**config.mk**
```make
export PLATFORM = sky130hd
export DESIGN_NAME = terminal_run_command_logic
export DESIGN_NICKNAME = d
export VERILOG_FILES = /design/src/verilog/terminal_cmd_pkg.sv /design/src/verilog/terminal_run_command_logic.sv
export SDC_FILE = /design/constraint.sdc
export NUM_CORES = 2
export LEC_CHECK = 0
export BUFFER_PORTS_ARGS = -buffer_cell sky130_fd_sc_hd__buf_4
export CORE_ASPECT_RATIO = 1.5
export CORE_MARGIN = 1.5
export CORE_UTILIZATION = 45
export CTS_CLUSTER_SIZE = 8
export DETAILED_ROUTE_END_ITERATION = 8
export HOLD_SLACK_MARGIN = 0.05
export PLACE_DENSITY = 0.58
export SLEW_MARGIN = 20
export SYNTH_ARGS = -nofsm -noshare
export SYNTH_HDL_FRONTEND = slang
export SYNTH_SLANG_ARGS = --single-unit
```
**constraint.sdc**
```tcl
create_clock -name CLOCK -period 395.2 [get_ports CLOCK]
set_input_delay 98.8 -clock CLOCK [delete_from_list [all_inputs] [get_ports CLOCK]]
set_output_delay 98.8 -clock CLOCK [all_outputs]
set_load 0.01 [all_outputs]
```
**src/verilog/terminal_cmd_pkg.sv**
```systemverilog
// constants and types shared by the terminal run command logic
package terminal_cmd_pkg;

   // ----------------------------------------------------------------------
   // clock and time bases
   // ----------------------------------------------------------------------
   localparam int CLK_HZ        = 50_000_000;
   localparam int CLK_PERIOD_NS = 20;
   localparam int MS_TIME_NS    = 1_000_000;
   localparam int TICK10_TIME_NS = 10_000_000;
   localparam int MS_CYCLES     = MS_TIME_NS / CLK_PERIOD_NS;
   localparam int TICK10_CYCLES = TICK10_TIME_NS / CLK_PERIOD_NS;

   // ----------------------------------------------------------------------
   // terminal positions in the filtered vector
   // ----------------------------------------------------------------------
   localparam int N_TERM     = 12;
   localparam int T_FWD      = 0;
   localparam int T_REV      = 1;
   localparam int T_ENA      = 2;
   localparam int T_UP       = 3;
   localparam int T_DOWN     = 4;
   localparam int T_RAMP1    = 5;
   localparam int T_RAMP2    = 6;
   localparam int T_MOTOR    = 7;
   localparam int T_STEP_LSB = 8;

   // ----------------------------------------------------------------------
   // settings: limits and default values (units in the comments beside them)
   // ----------------------------------------------------------------------
   localparam logic [9:0]  FILTER_MS_MAX     = 10'h3E8;   // 1.000 s
   localparam logic [9:0]  FILTER_MS_DEFAULT = 10'h00A;   // 0.010 s
   localparam logic [15:0] UPDOWN_RATE_DEFAULT = 16'h03E8; // 1.00 Hz/s
   localparam logic [11:0] AI_FULL_SCALE     = 12'h3E8;   // 10.00 V
   localparam logic [9:0]  AI_FILTER_MAX     = 10'h3E8;   // 10.00 s
   localparam logic [9:0]  AI_FILTER_DEFAULT = 10'h00A;   // 0.10 s
   localparam logic [10:0] STEP_FULL         = 11'h3E8;   // 100.0 %
   localparam logic [26:0] RATE_WRAP         = 27'h2FAF080; // CLK_HZ
   localparam logic [9:0]  CNT_RESET         = 10'h000;

   typedef enum logic [1:0] {
      MODE_TWO_WIRE_1   = 2'b00,
      MODE_TWO_WIRE_2   = 2'b01,
      MODE_THREE_WIRE_1 = 2'b10,
      MODE_THREE_WIRE_2 = 2'b11
   } ctrl_mode_t;

endpackage : terminal_cmd_pkg

```
**src/verilog/terminal_run_command_logic.sv**
```systemverilog
// terminal filtering, run command decode, set selection, up/down, analog
`timescale 1ns/1ps
// How it works
// - step entry 100.0% equals the configured maximum output frequency.
// - two ramp terminals pick acceleration/deceleration set one to four.
// - motor terminal off selects motor group one, on selects group two.
// - digital terminals filtered by 0 to 1.000 s setting, default 0.010 s.
// - mode setting 0..3 picks two-wire 1/2 or three-wire 1/2.
// - two-wire 2: forward enables run, reverse input sets direction.
// - three-wire 1: forward or reverse rising edge starts run while enabled.
// - three-wire 1: opening the closed enable contact stops the drive.
// - three-wire 2: forward edge starts, reverse level directs, enable stops.
// - two-wire: after an outside stop, run needs input released and reapplied.
// - up/down terminals ramp set frequency at 0.001..65.535 Hz/s rate.
// - analog input above maximum point counts as the maximum point.
// - analog below minimum point gives minimum setting or zero percent.
// - in current mode one milliampere counts as half a volt.
// - analog input smoothed by 0 to 10.00 s filter, default 0.10 s.
// - below-minimum select 0 gives minimum setting, 1 gives zero.
module terminal_run_command_logic #(
   parameter int MS_CYCLES     = terminal_cmd_pkg::MS_CYCLES,
   parameter int TICK10_CYCLES = terminal_cmd_pkg::TICK10_CYCLES
) (
   input  wire logic               CLOCK,
   input  wire logic               RST,
   input  wire logic               FORWARD_RUN_INPUT,
   input  wire logic               REVERSE_DIR_INPUT,
   input  wire logic               ENABLE_NC_INPUT,
   input  wire logic               UP_INPUT,
   input  wire logic               DOWN_INPUT,
   input  wire logic               RAMP_SEL1_INPUT,
   input  wire logic               RAMP_SEL2_INPUT,
   input  wire logic               MOTOR_SEL_INPUT,
   input  wire logic [3:0]         STEP_SEL_INPUT,
   input  wire logic               OTHER_STOP,
   input  wire logic [9:0]         INPUT_FILTER_TIME,
   input  wire logic [1:0]         TERMINAL_CONTROL_MODE_SEL,
   input  wire logic [15:0]        UPDOWN_CHANGE_RATE,
   input  wire logic [15:0]        MAX_OUTPUT_FREQUENCY,
   input  wire logic               STEP_TABLE_WR,
   input  wire logic [3:0]         STEP_TABLE_IDX,
   input  wire logic [10:0]        STEP_TABLE_DATA,
   input  wire logic [11:0]        ANALOG_INPUT_ONE,
   input  wire logic               ANALOG_CURRENT_MODE,
   input  wire logic [11:0]        ANALOG_MIN_POINT,
   input  wire logic [11:0]        ANALOG_MAX_POINT,
   input  wire logic signed [14:0] ANALOG_MIN_SETTING,
   input  wire logic signed [14:0] ANALOG_MAX_SETTING,
   input  wire logic               BELOW_MIN_SELECT,
   input  wire logic [9:0]         ANALOG_FILTER_TIME,
   output logic                    RUN_CMD,
   output logic                    REVERSE_CMD,
   output logic [1:0]              RAMP_SET,
   output logic                    MOTOR_SET,
   output logic [23:0]             UPDOWN_FREQ,
   output logic [15:0]             STEP_FREQ,
   output logic signed [15:0]      ANALOG_PERCENT
);

   // ----------------------------------------------------------------------
   // time bases
   // ----------------------------------------------------------------------
   logic [15:0] ms_cnt_q;
   logic        ms_tick_q;
   logic [19:0] t10_cnt_q;
   logic        t10_tick_q;

   always_ff @(posedge CLOCK)
   begin
      if (RST || ms_cnt_q == 16'(MS_CYCLES - 1))
         ms_cnt_q <= 16'h0000;
      else
         ms_cnt_q <= ms_cnt_q + 16'h0001;
      ms_tick_q <= !RST && ms_cnt_q == 16'(MS_CYCLES - 1);
   end

   always_ff @(posedge CLOCK)
   begin
      if (RST || t10_cnt_q == 20'(TICK10_CYCLES - 1))
         t10_cnt_q <= 20'h00000;
      else
         t10_cnt_q <= t10_cnt_q + 20'h00001;
      t10_tick_q <= !RST && t10_cnt_q == 20'(TICK10_CYCLES - 1);
   end

   // ----------------------------------------------------------------------
   // terminal synchronisers and filters
   // ----------------------------------------------------------------------
   logic [terminal_cmd_pkg::N_TERM-1:0] raw_w;
   logic [terminal_cmd_pkg::N_TERM-1:0] sync1_q;
   logic [terminal_cmd_pkg::N_TERM-1:0] sync2_q;
   logic [terminal_cmd_pkg::N_TERM-1:0] filt_q;
   logic [9:0]                          cnt_q [terminal_cmd_pkg::N_TERM];
   logic [9:0]                          filt_lim;

   assign raw_w = {STEP_SEL_INPUT, MOTOR_SEL_INPUT, RAMP_SEL2_INPUT,
                   RAMP_SEL1_INPUT, DOWN_INPUT, UP_INPUT, ENABLE_NC_INPUT,
                   REVERSE_DIR_INPUT, FORWARD_RUN_INPUT};
   // settings past one second are held at one second
   assign filt_lim = (INPUT_FILTER_TIME > terminal_cmd_pkg::FILTER_MS_MAX) ?
                     terminal_cmd_pkg::FILTER_MS_MAX : INPUT_FILTER_TIME;

   always_ff @(posedge CLOCK)
   begin
      sync1_q <= RST ? '0 : raw_w;
      sync2_q <= RST ? '0 : sync1_q;
   end

   genvar gi;
   generate
      for (gi = 0; gi < terminal_cmd_pkg::N_TERM; gi++)
      begin : g_filt
         always_ff @(posedge CLOCK)
         begin
            if (RST)
            begin
               filt_q[gi] <= 1'b0;
               cnt_q[gi]  <= terminal_cmd_pkg::CNT_RESET;
            end
            else if (sync2_q[gi] == filt_q[gi])
               cnt_q[gi] <= terminal_cmd_pkg::CNT_RESET;
            else if (cnt_q[gi] >= filt_lim)
            begin
               filt_q[gi] <= sync2_q[gi];
               cnt_q[gi]  <= terminal_cmd_pkg::CNT_RESET;
            end
            else if (ms_tick_q)
               cnt_q[gi] <= cnt_q[gi] + 10'h001;
         end
      end
   endgenerate

   // ----------------------------------------------------------------------
   // run command decode
   // ----------------------------------------------------------------------
   terminal_cmd_pkg::ctrl_mode_t mode;
   logic forward_run_input;
   logic reverse_dir_input;
   logic ena;
   logic fwd_prev_q;
   logic rev_prev_q;
   logic fwd_rise;
   logic rev_rise;
   logic two_wire;
   logic demand;
   logic demand_rev;
   logic lock_q;
   logic run3_q;
   logic dir3_q;

   assign mode     = terminal_cmd_pkg::ctrl_mode_t'(TERMINAL_CONTROL_MODE_SEL);
   assign forward_run_input      = filt_q[terminal_cmd_pkg::T_FWD];
   assign reverse_dir_input      = filt_q[terminal_cmd_pkg::T_REV];
   assign ena      = filt_q[terminal_cmd_pkg::T_ENA];
   assign fwd_rise = forward_run_input && !fwd_prev_q;
   assign rev_rise = reverse_dir_input && !rev_prev_q;
   assign two_wire = !TERMINAL_CONTROL_MODE_SEL[1];

   always_comb
   begin
      unique case (mode)
         terminal_cmd_pkg::MODE_TWO_WIRE_1:
         begin
            demand     = forward_run_input ^ reverse_dir_input;
            demand_rev = reverse_dir_input;
         end
         terminal_cmd_pkg::MODE_TWO_WIRE_2:
         begin
            demand     = forward_run_input;
            demand_rev = reverse_dir_input;
         end
         terminal_cmd_pkg::MODE_THREE_WIRE_1,
         terminal_cmd_pkg::MODE_THREE_WIRE_2:
         begin
            demand     = run3_q;
            demand_rev = dir3_q;
         end
      endcase
   end

   always_ff @(posedge CLOCK)
   begin
      fwd_prev_q <= RST ? 1'b0 : forward_run_input;
      rev_prev_q <= RST ? 1'b0 : reverse_dir_input;
   end

   // an outside stop latches until the two-wire demand falls away
   always_ff @(posedge CLOCK)
   begin
      if (RST || !two_wire)
         lock_q <= 1'b0;
      else if (OTHER_STOP)
         lock_q <= demand;
      else if (!demand)
         lock_q <= 1'b0;
   end

   // direction is cleared too, so a three-wire start after reset is not unknown
   always_ff @(posedge CLOCK)
   begin
      if (RST)
      begin
         run3_q <= 1'b0;
         dir3_q <= 1'b0;
      end
      else if (two_wire || !ena || OTHER_STOP)
         run3_q <= 1'b0;
      else if (mode == terminal_cmd_pkg::MODE_THREE_WIRE_1)
      begin
         if (fwd_rise)
         begin
            run3_q <= 1'b1;
            dir3_q <= 1'b0;
         end
         else if (rev_rise)
         begin
            run3_q <= 1'b1;
            dir3_q <= 1'b1;
         end
      end
      else
      begin
         if (fwd_rise)
            run3_q <= 1'b1;
         dir3_q <= reverse_dir_input;
      end
   end

   always_ff @(posedge CLOCK)
   begin
      if (RST)
      begin
         RUN_CMD     <= 1'b0;
         REVERSE_CMD <= 1'b0;
      end
      else
      begin
         RUN_CMD     <= demand && !lock_q && !OTHER_STOP;
         REVERSE_CMD <= demand_rev;
      end
   end

   // ----------------------------------------------------------------------
   // set selection
   // ----------------------------------------------------------------------
   always_ff @(posedge CLOCK)
   begin
      RAMP_SET  <= RST ? 2'h0 : {filt_q[terminal_cmd_pkg::T_RAMP2],
                                 filt_q[terminal_cmd_pkg::T_RAMP1]};
      MOTOR_SET <= RST ? 1'b0 : filt_q[terminal_cmd_pkg::T_MOTOR];
   end

   // ----------------------------------------------------------------------
   // multi-step reference, units 0.1 % of maximum frequency
   // ----------------------------------------------------------------------
   logic [10:0] step_mem [16];
   logic [10:0] step_val;
   logic [26:0] step_prod;

   always_ff @(posedge CLOCK)
   begin
      if (RST)
         step_mem <= '{default: 11'h000};
      else if (STEP_TABLE_WR)
         step_mem[STEP_TABLE_IDX] <= (STEP_TABLE_DATA > terminal_cmd_pkg::
            STEP_FULL) ? terminal_cmd_pkg::STEP_FULL : STEP_TABLE_DATA;
   end

   assign step_val  = step_mem[filt_q[terminal_cmd_pkg::T_STEP_LSB +: 4]];
   assign step_prod = 27'(step_val) * 27'(MAX_OUTPUT_FREQUENCY);

   always_ff @(posedge CLOCK)
   begin
      STEP_FREQ <= RST ? 16'h0000 :
         16'(step_prod / 27'(terminal_cmd_pkg::STEP_FULL));
   end

   // ----------------------------------------------------------------------
   // up/down ramp: one millihertz per wrap of the rate accumulator
   // ----------------------------------------------------------------------
   logic        up_only;
   logic        down_only;
   logic [26:0] rate_acc_q;
   logic [26:0] rate_sum;
   logic        ud_step;
   logic [23:0] freq_lim;

   assign up_only   = filt_q[terminal_cmd_pkg::T_UP] &&
                      !filt_q[terminal_cmd_pkg::T_DOWN];
   assign down_only = filt_q[terminal_cmd_pkg::T_DOWN] &&
                      !filt_q[terminal_cmd_pkg::T_UP];
   assign rate_sum  = rate_acc_q + 27'(UPDOWN_CHANGE_RATE);
   assign ud_step   = rate_sum >= terminal_cmd_pkg::RATE_WRAP;
   assign freq_lim  = 24'(MAX_OUTPUT_FREQUENCY) * 24'h00000A;

   always_ff @(posedge CLOCK)
   begin
      if (RST || !(up_only || down_only))
         rate_acc_q <= 27'h0000000;
      else if (ud_step)
         rate_acc_q <= rate_sum - terminal_cmd_pkg::RATE_WRAP;
      else
         rate_acc_q <= rate_sum;
   end

   always_ff @(posedge CLOCK)
   begin
      if (RST)
         UPDOWN_FREQ <= 24'h000000;
      else if (UPDOWN_FREQ > freq_lim)
         UPDOWN_FREQ <= freq_lim;
      else if (ud_step && up_only && UPDOWN_FREQ < freq_lim)
         UPDOWN_FREQ <= UPDOWN_FREQ + 24'h000001;
      else if (ud_step && down_only && UPDOWN_FREQ != 24'h000000)
         UPDOWN_FREQ <= UPDOWN_FREQ - 24'h000001;
   end

   // ----------------------------------------------------------------------
   // analog input one: scale, clip, smooth, curve
   // ----------------------------------------------------------------------
   logic [11:0]        ai_volt;
   logic [11:0]        ai_clip;
   logic [11:0]        ai_filt_q;
   logic signed [12:0] ai_diff;
   logic signed [12:0] ai_stepv;
   logic [9:0]         ai_ftime;
   logic signed [31:0] ai_num;
   logic signed [15:0] ai_curve;

   // current samples are in 0.01 mA, so halving yields 0.01 V
   assign ai_volt  = ANALOG_CURRENT_MODE ? {1'b0, ANALOG_INPUT_ONE[11:1]}
                                         : ANALOG_INPUT_ONE;
   assign ai_clip  = (ai_volt > ANALOG_MAX_POINT) ? ANALOG_MAX_POINT
                                                  : ai_volt;
   assign ai_ftime = (ANALOG_FILTER_TIME > terminal_cmd_pkg::AI_FILTER_MAX) ?
                     terminal_cmd_pkg::AI_FILTER_MAX : ANALOG_FILTER_TIME;
   assign ai_diff  = $signed({1'b0, ai_clip}) - $signed({1'b0, ai_filt_q});

   // step of diff/time, never zero while apart, so the output settles
   always_comb
   begin
      ai_stepv = ai_diff / $signed({3'b000, ai_ftime});
      if (ai_stepv == 13'sh0000 && ai_diff != 13'sh0000)
         ai_stepv = ai_diff[12] ? -13'sh0001 : 13'sh0001;
   end

   always_ff @(posedge CLOCK)
   begin
      if (RST)
         ai_filt_q <= 12'h000;
      else if (ai_ftime == 10'h000)
         ai_filt_q <= ai_clip;
      else if (t10_tick_q)
         ai_filt_q <= 12'(ai_filt_q + 12'(ai_stepv));
   end

   always_comb
   begin
      // kept signed throughout so falling curves divide correctly
      ai_num = $signed(32'(ai_filt_q - ANALOG_MIN_POINT)) *
               (32'(ANALOG_MAX_SETTING) - 32'(ANALOG_MIN_SETTING));
      if (ai_filt_q < ANALOG_MIN_POINT)
         ai_curve = BELOW_MIN_SELECT ? 16'sh0000
                                     : 16'(ANALOG_MIN_SETTING);
      else if (ANALOG_MAX_POINT <= ANALOG_MIN_POINT)
         ai_curve = 16'(ANALOG_MAX_SETTING);
      else
         ai_curve = 16'(32'(ANALOG_MIN_SETTING) + ai_num /
                    $signed(32'(ANALOG_MAX_POINT - ANALOG_MIN_POINT)));
   end

   always_ff @(posedge CLOCK)
   begin
      ANALOG_PERCENT <= RST ? 16'sh0000 : ai_curve;
   end
endmodule : terminal_run_command_logic

```
==> out/results.tsv <==
stage	metric	value	unit
placed_design	DP Wirelength	169000	um
routing	initial DRC count	2988	
outcome	outcome	completed	
critical_path	critical path's slowest cell	nor2b_2	
routing	antenna-violating nets left	0	
floorplan	Initial Util	45.2	%
floorplan	Top Ports	214	
clocking	CTS buffer count	71	
synthesis	Distinct cells, synth	135	
sta	final hold violation count	0	
floorplan	FP Rows	182	
clocking	Worst-Skew Late Latency	0.67	ns
sta	fin. max-slew vios	0	
sta	Setup Viol. Count Final	0	
sta	slew margin rel.	22.3	%
sta	slew at the pin closest to its max-slew limit	1.16	ns
critical_path	Top cell by count, worst path	o21a_1	
critical_path	CP Launch Type	input port	
synthesis	dominant synthesized flop cell	dfxtp_1	
clocking	Resized Gates After CTS	0	
global_routing	GRT Total Usage	25.0	%
global_routing	first-pass GRT wire length	342000	um
layout	# fillers	16176	
routing	First-pass DRT Iterations	6	
sta	Min Clock Period, post-route	237.71	ns
layout	Final nets	11095	
synthesis	Synth Cell Area	73900	sq um
routing	wirelength, routed	211000	um
routing	DR vias/cell	5.69	
sta	clock skew	0.0276	ns
routing	routed len/inst	18.1	um
sta	Worst Hold Margin	0.434	ns
sta	fin crit share	60.1	%
placed_design	I/O Buffers	213	
min_path	worst hold path type	flop to flop	
synthesis	post-synthesis average cell area	8.00	sq um
global_routing	initial antenna violation count	2	
critical_path	Max FO, Critical Path	47	
floorplan	Die Area	167000	sq um
clocking	H-tree levels	3	
layout	most common cell after layout, fill and taps aside	ha_1	
critical_path	Critical Path AT	238.29	ns
routing	Vias	66489	
layout	share of cells above drive strength 1	8.21	%
critical_path	WS Path Type	input port to flop	
clocking	clk buf depth	3	
clocking	clock slew seen by the registers of the worst setup and hold paths	0.05	ns
synthesis	#FFs+latches synth	475	
clocking	root buffer cell	clkbuf_16	
floorplan	die width	334	um
clocking	CTS tree	built	
placed_design	gpl congestion	0.922	
layout	multi-input logic area	60600	sq um
critical_path	CP Data Required Time	395.78	ns
clocking	Post-CTS Repair Setup Buffers	0	
floorplan	Core Area	164000	sq um
global_routing	largest net degree at the start of global routing	97	
run	maxcap violations	0	
critical_path	CP Capture Type	flop	
floorplan	Die Ht	499	um
sta	RSZ-0062 raised after global routing	false	
layout	Area Growth Syn to Fin	9.48	%
global_routing	vias in the first global route	67197	
synthesis	Syn Inst Count	9245	
clocking	CTS sink cnt	475	
global_routing	GR Overflow Total	0	
routing	drt drc	0	
layout	leading cell types in the layout, fill and taps excluded	ha_1, nor2_1, nand2_1	
clocking	Hold-fix buffers, CTS	0	
layout	sequential cell area	10700	sq um
synthesis	ys async rst share	0	%
sta	fmax	0.00421	GHz
critical_path	Max stage delay on crit path	0.83	ns
synthesis	Yosys warning total	0	
synthesis	EDFF count, synth	120	
sta	setup tns final	0	ns
synthesis	sequential fraction of the synthesis area	14.5	%
## stage by stage
stage	area, sq um	worst slack [ns]	std cells	utilization (%)
floorplan	74700	170.92	9436	-
global placement	78900	161.08	11587	48.2
detailed placement	78900	157.85	11587	48.2
CTS	80900	158.02	11689	49.5
global route	80900	144.16	11690	49.5
finish	81000	157.49	11691	49.5
## logic make-up (layout without fill, tap and decap cells)
kind of cell	Yosys count	after routing	share of synthesized area (%)
simple gates	3333	3333	21.4
compound gates	2193	2193	19.8
fa+ha+maj	1400	1400	27.0
buf+inv	957	1094	4.96
xor+xnor	598	598	7.18
flops	475	475	14.5
mux	287	287	5.09
other cells	2	195	0.0102
## registers in the layout (all words and copies together), names as in the netlist, 2 cells and up
name and flops:
ai_filt_q 12, filt_q 9, UPDOWN_FREQ 24, sync1_q 12, RAMP_SET 2, sync2_q 12
cnt_q 120, STEP_FREQ 16, ms_cnt_q 16, rate_acc_q 27, t10_cnt_q 20, ANALOG_PERCENT 16
step_mem 176
## cell type report
type                       instances  area share, %
clock buffer                      93           2.35
inverter                         664           3.08
multi-input combinational       8004           74.8
sequential                       475           13.2
tap                             2116           3.27
antenna                            2        0.00618
clock inverter                     9          0.202
timing repair buffer             328           3.05
## final timing paths
path	start	endpoint	slack (ns)	cells past startpoint
hold / removal	lock_q$_SDFFE_PP0P_	RUN_CMD$_SDFF_PP0_	0.43	1
setup / recovery	ANALOG_MAX_SETTING[0]	ANALOG_PERCENT[15]$_SDFF_PP0_	157.49	944
hold reg to reg	lock_q$_SDFFE_PP0P_	RUN_CMD$_SDFF_PP0_	0.43	1
setup reg to reg	ai_filt_q[0]$_SDFFE_PP0P_	ANALOG_PERCENT[15]$_SDFF_PP0_	255.27	760
## cells in the mapped netlist, drive strengths merged, types with 181 or more instances
library cell / count / area, sq um
xor2: 246 / 2160
fa: 330 / 6610
a21oi: 550 / 2790
clkbuf: 248 / 931
o21ai: 385 / 1940
dfxtp: 355 / 7110
nor3: 461 / 2320
xnor2: 351 / 3120
o21a: 424 / 3180
inv: 664 / 2490
nor2: 977 / 3680
nor2b: 200 / 1250
nand2: 823 / 3090
ha: 1068 / 13400
nand3: 181 / 911
## layer usage
layer	global-route usage [%]	part of all wire, %	vias to the layer above
li1	-	-	33169
met1	27.8	40	31665
met2	47.8	52	1202
met3	2.47	3.2	451
met4	10.8	4.6	2
met5	0	0.0061	-
## critical path: cells and delay by family
| family | cells | cell delay [ns] |
|---|---|---|
| simple gates | 244 | 32.08 |
| compound gates | 585 | 112.59 |
| fa+ha+maj | 44 | 13.92 |
| buf+inv | 57 | 6.97 |
| xor+xnor | 6 | 1.45 |
| mux | 8 | 2.21 |
Power is not shown: default switching activity piles up to over one toggle a cycle in this logic, so the estimate is an artifact.
